==> config.mk <==
export PLATFORM = sky130hd
export DESIGN_NAME = cds_regs
export DESIGN_NICKNAME = d
export VERILOG_FILES = /design/src/include/cds_pkg.sv /design/src/rtl/cds_gain_decode.sv /design/src/rtl/cds_chop_div.sv /design/src/rtl/cds_regs.sv
export VERILOG_INCLUDE_DIRS = /design/src /design/src/include
export SDC_FILE = /design/constraint.sdc
export NUM_CORES = 1
export LEC_CHECK = 0
export BUFFER_PORTS_ARGS = -buffer_cell sky130_fd_sc_hd__buf_2
export CORE_ASPECT_RATIO = 1.75
export CORE_UTILIZATION = 35
export DETAILED_ROUTE_END_ITERATION = 12
export PLACE_DENSITY = 0.71
export SETUP_SLACK_MARGIN = 0.1
export SLEW_MARGIN = 20
export SYNTH_ARGS = -nofsm -noshare
export SYNTH_HDL_FRONTEND = slang
export SYNTH_HIERARCHICAL = 1
export SYNTH_SLANG_ARGS = --single-unit
==> constraint.sdc <==
create_clock -name clk -period 1.9 [get_ports clk]
set_clock_uncertainty 0.05 [all_clocks]
set_input_delay 0.38 -clock clk [delete_from_list [all_inputs] [get_ports clk]]
set_output_delay 0.38 -clock clk [all_outputs]
set_load 0.02 [all_outputs]
==> src/include/cds_defines.svh <==
// constants for the channel, drive and disconnect sense register group
// assumes a 40 MHz system clock and an AXI4-Lite master with 8-bit addresses
`ifndef CDS_DEFINES_SVH
`define CDS_DEFINES_SVH
// register indices, byte address is four times the index
`define CDS_IDX_CH2      6'h05
`define CDS_IDX_DRV      6'h06
`define CDS_IDX_LOFF     6'h07
`define CDS_IDX_CFG      6'h10
`define CDS_IDX_STAT     6'h11
// field positions
`define CDS_PD_BIT       7
`define CDS_GAIN_HI      6
`define CDS_GAIN_LO      4
`define CDS_SRC_HI       3
`define CDS_SRC_LO       0
`define CDS_CHOP_HI      7
`define CDS_CHOP_LO      6
`define CDS_BUF_BIT      5
`define CDS_DSENSE_BIT   4
`define CDS_SECOND_CURRENT_DIRECTION_BIT    5
`define CDS_FIRST_CURRENT_DIRECTION_BIT    4
`define CDS_IN2N_BIT     3
`define CDS_IN2P_BIT     2
`define CDS_IN1N_BIT     1
`define CDS_IN1P_BIT     0
`define CDS_CLKDIV_BIT   0
`define CDS_LOFF_MASK    8'h3f
`define CDS_CFG_MASK     8'h01
// reset values
`define CDS_CH2_RST      8'h00
`define CDS_DRV_RST      8'h00
`define CDS_LOFF_RST     8'h00
`define CDS_CFG_RST      8'h00
// source codes
`define CDS_SRC_SHORT    4'h1
`define CDS_SRC_RSV_MIN  4'ha
// gain codes and gain values
`define CDS_GC_6         3'h0
`define CDS_GC_1         3'h1
`define CDS_GC_2         3'h2
`define CDS_GC_3         3'h3
`define CDS_GC_4         3'h4
`define CDS_GC_8         3'h5
`define CDS_GC_12        3'h6
`define CDS_GV_6         4'h6
`define CDS_GV_1         4'h1
`define CDS_GV_2         4'h2
`define CDS_GV_3         4'h3
`define CDS_GV_4         4'h4
`define CDS_GV_8         4'h8
`define CDS_GV_12        4'hc
`define CDS_GV_NONE      4'h0
// chop codes and division terminal counts (divisor minus one)
`define CDS_CHOP_16      2'h0
`define CDS_CHOP_RSV     2'h1
`define CDS_CHOP_2       2'h2
`define CDS_CHOP_4       2'h3
`define CDS_LIM_16       4'hf
`define CDS_LIM_2        4'h1
`define CDS_LIM_4        4'h3
// modulator division terminal counts: input clock over 4 or 16
`define CDS_MOD_LIM_4    4'h3
`define CDS_MOD_LIM_16   4'hf
// bus responses
`define CDS_RESP_OKAY    2'h0
`define CDS_RESP_SLVERR  2'h2
`endif

==> src/include/cds_pkg.sv <==
// types for the channel, drive and disconnect sense register group
// assumes cds_defines.svh supplies the numeric constants
package cds_pkg;
  typedef logic [7:0] reg8_t;
  typedef logic [3:0] gain_val_t;
  typedef logic [3:0] count_t;
endpackage

==> src/rtl/cds_gain_decode.sv <==
// decode of the second channel gain and source codes
// assumes codes come straight from the settings register
`timescale 1ns/100ps
`default_nettype none
`include "cds_defines.svh"
module cds_gain_decode
  import cds_pkg::*;
(
  // codes in
  input  wire logic [2:0] gain_code,
  input  wire logic [3:0] source_code,
  // decoded
  output gain_val_t       gain_value,
  output logic            source_reserved
);
  assign gain_value = (gain_code == `CDS_GC_6)  ? `CDS_GV_6  :
                      (gain_code == `CDS_GC_1)  ? `CDS_GV_1  :
                      (gain_code == `CDS_GC_2)  ? `CDS_GV_2  :
                      (gain_code == `CDS_GC_3)  ? `CDS_GV_3  :
                      (gain_code == `CDS_GC_4)  ? `CDS_GV_4  :
                      (gain_code == `CDS_GC_8)  ? `CDS_GV_8  :
                      (gain_code == `CDS_GC_12) ? `CDS_GV_12 : `CDS_GV_NONE;
  assign source_reserved = (source_code >= `CDS_SRC_RSV_MIN);
endmodule
`default_nettype wire

==> src/rtl/cds_chop_div.sv <==
// modulator clock and amplifier chop tick generation
// assumes one system clock; ticks are one-cycle pulses
`timescale 1ns/100ps
`default_nettype none
`include "cds_defines.svh"
module cds_chop_div
  import cds_pkg::*;
(
  // clock and reset
  input  wire logic       clk,
  input  wire logic       sys_rst,
  // configuration
  input  wire logic       clk_div_sel,
  input  wire logic [1:0] chop_code,
  // ticks
  output logic            mod_tick_q,
  output logic            chop_tick_q
);
  count_t mod_cnt_q;
  count_t chop_cnt_q;
  wire count_t mod_lim  = clk_div_sel ? `CDS_MOD_LIM_16 : `CDS_MOD_LIM_4;
  wire count_t chop_lim = (chop_code == `CDS_CHOP_2) ? `CDS_LIM_2 :
                          (chop_code == `CDS_CHOP_4) ? `CDS_LIM_4 : `CDS_LIM_16;
  wire logic   mod_wrap  = (mod_cnt_q >= mod_lim);
  wire logic   chop_wrap = mod_wrap && (chop_cnt_q >= chop_lim);
  // reserved chop code stops the chop ticks
  wire logic   chop_run  = (chop_code != `CDS_CHOP_RSV);

  always_ff @(posedge clk) begin
    if (sys_rst) begin
      mod_cnt_q   <= '0;
      chop_cnt_q  <= '0;
      mod_tick_q  <= 1'b0;
      chop_tick_q <= 1'b0;
    end else begin
      mod_cnt_q   <= mod_wrap ? '0 : mod_cnt_q + 4'h1;
      chop_cnt_q  <= chop_wrap ? '0 : (mod_wrap ? chop_cnt_q + 4'h1 : chop_cnt_q);
      mod_tick_q  <= mod_wrap;
      chop_tick_q <= chop_wrap && chop_run;
    end
  end
endmodule
`default_nettype wire

==> src/rtl/cds_regs.sv <==
// register group for second channel, drive derivation and disconnect sensing
// assumes an AXI4-Lite master with one write and one read outstanding at most
//
// Local design decision: the AXI4-Lite interface to the registers.
`timescale 1ns/100ps
`default_nettype none
`include "cds_defines.svh"
// Summary of operation
// - settings register at 05h: powerdown bit7, gain 6:4, source 3:0
// - powerdown resets to 0, normal; 1 powers the second channel down
// - gain codes 000..110 give 6,1,2,3,4,8,12; 000 is default
// - source codes 0000..1001 select inputs; 1010 and up are reserved
// - drive register at 06h: chop 7:6, buffer 5, sense 4, routing 3:0
// - chop code 00 divides by 16, 10 by 2, 11 by 4; 01 reserved
// - drive buffer power resets to 0, off; 1 enables the buffer
// - drive disconnect sense resets to 0, off; 1 enables sensing
// - bits 3 and 2 route second negative and positive into drive
// - bits 1 and 0 route first negative and positive into drive
// - disconnect register at 07h: bits 7:6 zero, flips 5:4, enables 3:0
// - current direction flags reset to 0; 1 reverses the excitation current
// - four sense enables reset to 0; 1 includes that input in detection
// - modulator clock is input clock over 4, or over 16 when selected
module cds_regs
  import cds_pkg::*;
(
  // clock and reset
  input  wire logic        clk,
  input  wire logic        sys_rst,
  // axi4-lite write address and data
  input  wire logic [7:0]  awaddr,
  input  wire logic        awvalid,
  output logic             awready,
  input  wire logic [31:0] wdata,
  input  wire logic [3:0]  wstrb,
  input  wire logic        wvalid,
  output logic             wready,
  // axi4-lite write response
  output logic [1:0]       bresp,
  output logic             bvalid,
  input  wire logic        bready,
  // axi4-lite read
  input  wire logic [7:0]  araddr,
  input  wire logic        arvalid,
  output logic             arready,
  output logic [31:0]      rdata,
  output logic [1:0]       rresp,
  output logic             rvalid,
  input  wire logic        rready,
  // second channel controls
  output logic             second_channel_powerdown,
  output logic [2:0]       second_channel_gain_code,
  output logic [3:0]       second_channel_source_code,
  output logic [3:0]       second_channel_gain_value,
  // drive controls
  output logic             drive_buffer_power,
  output logic             drive_disconnect_sense_enable,
  output logic             drive_from_second_negative,
  output logic             drive_from_second_positive,
  output logic             drive_from_first_negative,
  output logic             drive_from_first_positive,
  // disconnect sense controls
  output logic             second_current_direction,
  output logic             first_current_direction,
  output logic             sense_second_negative,
  output logic             sense_second_positive,
  output logic             sense_first_negative,
  output logic             sense_first_positive,
  // timing
  output logic             clock_div_select,
  output logic             modulator_tick,
  output logic             chop_tick
);
  // register state
  reg8_t       ch2_q;
  reg8_t       drv_q;
  reg8_t       loff_q;
  reg8_t       cfg_q;
  gain_val_t   gain_value_q;
  logic        src_rsv_q;
  // write channel state
  logic        aw_full_q;
  logic        w_full_q;
  logic        awready_q;
  logic        wready_q;
  logic        bvalid_q;
  logic [1:0]  bresp_q;
  logic [7:0]  waddr_q;
  reg8_t       wd_q;
  logic        wstrb0_q;
  // read channel state
  logic        arready_q;
  logic        rvalid_q;
  logic [31:0] rdata_q;
  logic [1:0]  rresp_q;

  // write handshakes: address and data accepted in either order
  wire logic aw_take   = awvalid && awready_q;
  wire logic w_take    = wvalid && wready_q;
  wire logic wr_fire   = aw_full_q && w_full_q && !bvalid_q;
  wire logic aw_full_d = !wr_fire && (aw_full_q || aw_take);
  wire logic w_full_d  = !wr_fire && (w_full_q || w_take);
  wire logic bvalid_d  = wr_fire || (bvalid_q && !bready);

  // write decode
  wire logic [5:0] widx     = waddr_q[7:2];
  wire logic       w_ch2    = (widx == `CDS_IDX_CH2);
  wire logic       w_drv    = (widx == `CDS_IDX_DRV);
  wire logic       w_loff   = (widx == `CDS_IDX_LOFF);
  wire logic       w_cfg    = (widx == `CDS_IDX_CFG);
  wire logic       w_stat   = (widx == `CDS_IDX_STAT);
  wire logic       w_mapped = w_ch2 || w_drv || w_loff || w_cfg || w_stat;
  wire logic       w_lane   = wr_fire && wstrb0_q;
  wire logic [1:0] wresp    = w_mapped ? `CDS_RESP_OKAY : `CDS_RESP_SLVERR;

  // read handshakes and decode
  wire logic       ar_take   = arvalid && arready_q;
  wire logic       rd_busy_d = ar_take || (rvalid_q && !rready);
  wire logic [5:0] ridx      = araddr[7:2];

  // decoded codes and status
  gain_val_t gain_value_d;
  logic      src_rsv_d;
  logic      mod_tick_w;
  logic      chop_tick_w;
  wire logic chop_rsv  = (drv_q[`CDS_CHOP_HI:`CDS_CHOP_LO] == `CDS_CHOP_RSV);
  // powered down while input not shorted
  wire logic pd_unsafe = ch2_q[`CDS_PD_BIT] &&
                         (ch2_q[`CDS_SRC_HI:`CDS_SRC_LO] != `CDS_SRC_SHORT);
  wire logic [31:0] stat_word = {24'h0, pd_unsafe, chop_tick_w, chop_rsv, src_rsv_q,
                                 gain_value_q};

  wire logic [31:0] rd_mux =
    (ridx == `CDS_IDX_CH2)  ? {24'h0, ch2_q}  :
    (ridx == `CDS_IDX_DRV)  ? {24'h0, drv_q}  :
    (ridx == `CDS_IDX_LOFF) ? {24'h0, loff_q} :
    (ridx == `CDS_IDX_CFG)  ? {24'h0, cfg_q}  :
    (ridx == `CDS_IDX_STAT) ? stat_word       : 32'h0;
  wire logic r_mapped = (ridx == `CDS_IDX_CH2) || (ridx == `CDS_IDX_DRV) ||
                        (ridx == `CDS_IDX_LOFF) || (ridx == `CDS_IDX_CFG) ||
                        (ridx == `CDS_IDX_STAT);
  wire logic [1:0] rresp_d = r_mapped ? `CDS_RESP_OKAY : `CDS_RESP_SLVERR;

  cds_gain_decode u_decode (
    .gain_code       (ch2_q[`CDS_GAIN_HI:`CDS_GAIN_LO]),
    .source_code     (ch2_q[`CDS_SRC_HI:`CDS_SRC_LO]),
    .gain_value      (gain_value_d),
    .source_reserved (src_rsv_d)
  );

  cds_chop_div u_chop (
    .clk         (clk),
    .sys_rst     (sys_rst),
    .clk_div_sel (cfg_q[`CDS_CLKDIV_BIT]),
    .chop_code   (drv_q[`CDS_CHOP_HI:`CDS_CHOP_LO]),
    .mod_tick_q  (mod_tick_w),
    .chop_tick_q (chop_tick_w)
  );

  // write channel
  always_ff @(posedge clk) begin
    if (sys_rst) begin
      aw_full_q <= 1'b0;
      w_full_q  <= 1'b0;
      awready_q <= 1'b0;
      wready_q  <= 1'b0;
      bvalid_q  <= 1'b0;
      bresp_q   <= `CDS_RESP_OKAY;
      waddr_q   <= 8'h00;
      wd_q      <= 8'h00;
      wstrb0_q  <= 1'b0;
    end else begin
      aw_full_q <= aw_full_d;
      w_full_q  <= w_full_d;
      awready_q <= !aw_full_d;
      wready_q  <= !w_full_d;
      bvalid_q  <= bvalid_d;
      if (wr_fire) begin
        bresp_q <= wresp;
      end
      if (aw_take) begin
        waddr_q <= awaddr;
      end
      if (w_take) begin
        wd_q     <= wdata[7:0];
        wstrb0_q <= wstrb[0];
      end
    end
  end

  // configuration registers, defaults all zero
  always_ff @(posedge clk) begin
    if (sys_rst) begin
      ch2_q  <= `CDS_CH2_RST;
      drv_q  <= `CDS_DRV_RST;
      loff_q <= `CDS_LOFF_RST;
      cfg_q  <= `CDS_CFG_RST;
    end else begin
      if (w_lane && w_ch2) begin
        ch2_q <= wd_q;
      end
      if (w_lane && w_drv) begin
        drv_q <= wd_q;
      end
      if (w_lane && w_loff) begin
        loff_q <= wd_q & `CDS_LOFF_MASK;
      end
      if (w_lane && w_cfg) begin
        cfg_q <= wd_q & `CDS_CFG_MASK;
      end
    end
  end

  // decoded state and read channel
  always_ff @(posedge clk) begin
    if (sys_rst) begin
      gain_value_q <= `CDS_GV_6;
      src_rsv_q    <= 1'b0;
      arready_q    <= 1'b0;
      rvalid_q     <= 1'b0;
      rdata_q      <= 32'h0;
      rresp_q      <= `CDS_RESP_OKAY;
    end else begin
      gain_value_q <= gain_value_d;
      src_rsv_q    <= src_rsv_d;
      arready_q    <= !rd_busy_d;
      rvalid_q     <= rd_busy_d;
      if (ar_take) begin
        rdata_q <= rd_mux;
        rresp_q <= rresp_d;
      end
    end
  end

  // outputs straight from register bits
  assign awready = awready_q;
  assign wready  = wready_q;
  assign bvalid  = bvalid_q;
  assign bresp   = bresp_q;
  assign arready = arready_q;
  assign rvalid  = rvalid_q;
  assign rdata   = rdata_q;
  assign rresp   = rresp_q;
  assign second_channel_powerdown      = ch2_q[`CDS_PD_BIT];
  assign second_channel_gain_code      = ch2_q[`CDS_GAIN_HI:`CDS_GAIN_LO];
  assign second_channel_source_code    = ch2_q[`CDS_SRC_HI:`CDS_SRC_LO];
  assign second_channel_gain_value     = gain_value_q;
  assign drive_buffer_power            = drv_q[`CDS_BUF_BIT];
  assign drive_disconnect_sense_enable = drv_q[`CDS_DSENSE_BIT];
  assign drive_from_second_negative    = drv_q[`CDS_IN2N_BIT];
  assign drive_from_second_positive    = drv_q[`CDS_IN2P_BIT];
  assign drive_from_first_negative     = drv_q[`CDS_IN1N_BIT];
  assign drive_from_first_positive     = drv_q[`CDS_IN1P_BIT];
  assign second_current_direction      = loff_q[`CDS_SECOND_CURRENT_DIRECTION_BIT];
  assign first_current_direction       = loff_q[`CDS_FIRST_CURRENT_DIRECTION_BIT];
  assign sense_second_negative         = loff_q[`CDS_IN2N_BIT];
  assign sense_second_positive         = loff_q[`CDS_IN2P_BIT];
  assign sense_first_negative          = loff_q[`CDS_IN1N_BIT];
  assign sense_first_positive          = loff_q[`CDS_IN1P_BIT];
  assign clock_div_select              = cfg_q[`CDS_CLKDIV_BIT];
  assign modulator_tick                = mod_tick_w;
  assign chop_tick                     = chop_tick_w;
endmodule
`default_nettype wire

==> metrics.md <==
| Metric | Value |
|---|---|
| Status | `finished, final reports clean` |
| Hold path endpoint | `wd_q[0]$_SDFFE_PP0P_` |
| Pwr dens | `902 nW/µm²` |
| CTS Buffer Depth | `2` |
| Ys flop type | `dfxtp_1` |
| Peak VDD IR | `535 µV` |
| Asr flop ratio synth | `0` |
| Core area | `9090 µm²` |
| RSZ-0062 raised after global routing | `no` |
| DR vias/cell | `4.86` |
| Kind of critical path | `reg -> reg` |
| R2R Path Start | `waddr_q[7]$_SDFFE_PP0P_` |
| TritonCTS clock tree | `built` |
| Mapped Area | `3290 µm²` |
| Fillers | `920` |
| I/O Buffers | `69` |
| Reg area | `1400 µm²` |
| Final setup fails | `0` |
| CTS Buf Count | `9` |
| Detailed-router iteration count before antenna repair | `4` |
| M2 GR Usage | `0.293` |
| Critical path startpoint category | `flip-flop` |
| Largest net degree at the start of global routing | `34` |
| Max-slew headroom | `0.616` |
| Clk slew on worst S/H paths | `60 ps` |
| Starting Density | `0.361` |
| Commonest non-fill, non-tap cell in the layout | `dfxtp_1` |
| Initial DRC Count | `105` |
| Met1 GRT Util | `0.169` |
| Area share of the largest cell type after synthesis | `0.427` |
| # resized after CTS | `0` |
| Placer congestion estimate | `0.791` |
| CP Max Fanout | `6` |
| Final hold violation count | `0` |
| Footprint of the multi-input gates | `1670 µm²` |
| I/O pin count | `127` |
| Worst Tran Pin Value | `576 ps` |
| Ant. Diodes | `0` |
| Peak Freq | `588 MHz` |
| Area growth syn-to-layout | `21.9%` |
| Setup Slack @ Placement | `159 ps` |
| Hold Path Cell Cnt | `3` |
| Clock Latency Late Sink | `330 ps` |
| Gate Count Post-Synth | `362` |
| Area contributors post-synth | `dfxtp_1, mux2i_1, buf_4, nor2_1, nand2_1` |
| Dpl hpwl | `5730 µm` |
| Final net count | `501` |
| Max H-tree Level | `3` |
| Critical Path AT | `1870 ps` |
| Sequential element share of the synthesized area | `0.427` |
| Data required time of the worst path | `2070 ps` |
| Yosys top cell by area | `dfxtp_1` |
| Met3 global-route usage | `0.0371` |
| Distinct cells, synth | `56` |
| GRT Util Overall | `0.164` |
| Worst setup EP type | `flip-flop` |
| CTS root buf | `clkbuf_16` |
| Reg2Reg Setup Slack | `200 ps` |
| Die Height | `130 µm` |
| Leakage | `1.81 nW` |
| Routed WL | `7600 µm` |
| Die width | `75.2 µm` |
| Min-delay src | `wdata[0]` |
| Avg Cell Area, Syn | `9.08 µm²` |
| GRT overflow | `0` |
| Via count of the first global-routing pass | `2546` |
| Critical Path Start | `waddr_q[7]$_SDFFE_PP0P_` |
| Total of max-cap violations | `0` |
| First-pass GRT wire length | `11900 µm` |
| Slew Limit Fails | `0` |
| # rows | `46` |
| Via count | `2723` |
| Die ar. | `9790 µm²` |
| Post-layout min period | `1700 ps` |
| Worst reg-to-reg path cell count | `4` |
| Post-route ant nets | `0` |
| Initial antenna violation count | `0` |
| Hold Crit Class | `in -> reg` |
| Final worst slack | `198 ps` |
| YS warnings | `6` |
| TNS Setup | `0 ps` |
| Layout cells sized above 1 | `0.268` |
| Global routing's busiest layer | `met2` |
| # DRC | `0` |
| R2r endpoint | `loff_q[3]$_SDFFE_PP0P_` |
| TritonCTS sink count | `70` |
| Register bit total from synthesis | `70` |
| EDFF count, synth | `0` |
| WL per Instance | `13.6 µm` |
| Commonest non-fill, non-tap cells in the layout | `dfxtp_1, buf_2, nor2_1` |
| Crit share post-route | `0.896` |
==> power by group <==
group / internal, W / total [W] / switching (W)
clock network: 0.00105 / 0.00168 / 0.000622
registers: 0.00153 / 0.00159 / 0.0000557
logic: 0.000131 / 0.000352 / 0.000221
total: 0.00271 / 0.00361 / 0.000899
==> worst max-delay path, stage by stage (launching register included) <==
cell and delay, ps:
dfxtp_1 330, nor4b_2 410, and4_1 510, mux2i_1 240
nor2_1 50
==> worst max-delay path by stage <==
stage                                        endpoint  slack, ps  cells past startpoint
floorplan           u_chop/chop_cnt_q[1]$_SDFFE_PP0P_        180                      6
global placement                rdata[6]$_SDFFE_PP0P_        210                      5
detailed placement  u_chop/chop_cnt_q[2]$_SDFFE_PP0P_        160                      7
CTS                 u_chop/chop_cnt_q[2]$_SDFFE_PP0P_        150                      7
global route                   loff_q[2]$_SDFFE_PP0P_        120                      4
finish                         loff_q[3]$_SDFFE_PP0P_        200                      4
==> flip-flops by register name (all words and copies together) (netlist names), 4 cells and up <==
name / flops
ch2_q: 8
drv_q: 8
loff_q: 6
rdata: 8
second_channel_gain_value: 4
u_chop/chop_cnt_q: 4
u_chop/mod_cnt_q: 4
waddr_q: 6
wd_q: 8
==> timing repair <==
action,in CTS,in global routing
endpoints found under the hold margin,0,0
buffers inserted,0,2
setup endpoints to repair,0,1
hold buffers,0,0
==> logic make-up after synthesis <==
kind of cell / count (synthesis) / synth area share
multiplexers: 29 / 0.0887
flip-flops: 70 / 0.427
AND/OR/NAND/NOR: 152 / 0.239
buffers and inverters: 51 / 0.0929
AO/OA/AOI/OAI: 49 / 0.117
XOR/XNOR: 3 / 0.00800
other: 1 / 0.00114
adder cells (fa/ha/maj): 7 / 0.0267
==> Yosys cell counts (2+ instances only) <==
| master | instances |
|---|---|
| buf_4 | 26 |
| nor3_1 | 12 |
| buf_2 | 6 |
| o21ai_0 | 2 |
| o2111a_1 | 4 |
| nor4_1 | 5 |
| nor2_1 | 44 |
| or2_2 | 3 |
| a2111oi_2 | 2 |
| mux2i_1 | 28 |
| o41ai_2 | 2 |
| nand2_1 | 40 |
| ha_1 | 7 |
| nand3b_1 | 3 |
| a21oi_1 | 22 |
| dfxtp_1 | 70 |
| nand3_1 | 15 |
| clkbuf_1 | 9 |
| buf_1 | 3 |
| nor2b_1 | 8 |
| and2_1 | 6 |
| nand4b_1 | 5 |
| inv_1 | 5 |
| nor4b_4 | 2 |
| xnor2_1 | 2 |
==> through the flow <==
stage / area, µm² / hold WS (ps) / cells / power, W / util
global route: 4010 / 230 / 560 / 0.00377 / 0.441
global placement: 3690 / 396 / 542 / 0.00195 / 0.406
floorplan: 3380 / 382 / 387 / 0.00190 / -
detailed placement: 3690 / 396 / 542 / 0.00197 / 0.406
CTS: 3990 / 223 / 558 / 0.00365 / 0.439
finish: 4010 / 236 / 560 / 0.00361 / 0.441
==> cell type report <==
class | count | area share
multi-input combinational | 266 | 0.418
sequential | 70 | 0.350
timing repair buffer | 83 | 0.116
clock buffer | 11 | 0.0606
tap | 120 | 0.0375
clock inverter | 5 | 0.0144
inverter | 5 | 0.00468
==> routing by layer <==
| layer | part of all wire | wire, µm |
|---|---|---|
| met1 | 0.40 | 3070 |
| met2 | 0.52 | 3980 |
| met3 | 0.043 | 328 |
| met4 | 0.029 | 223 |
| met5 | 0 | 0 |
(Power assumes the default switching activity.)
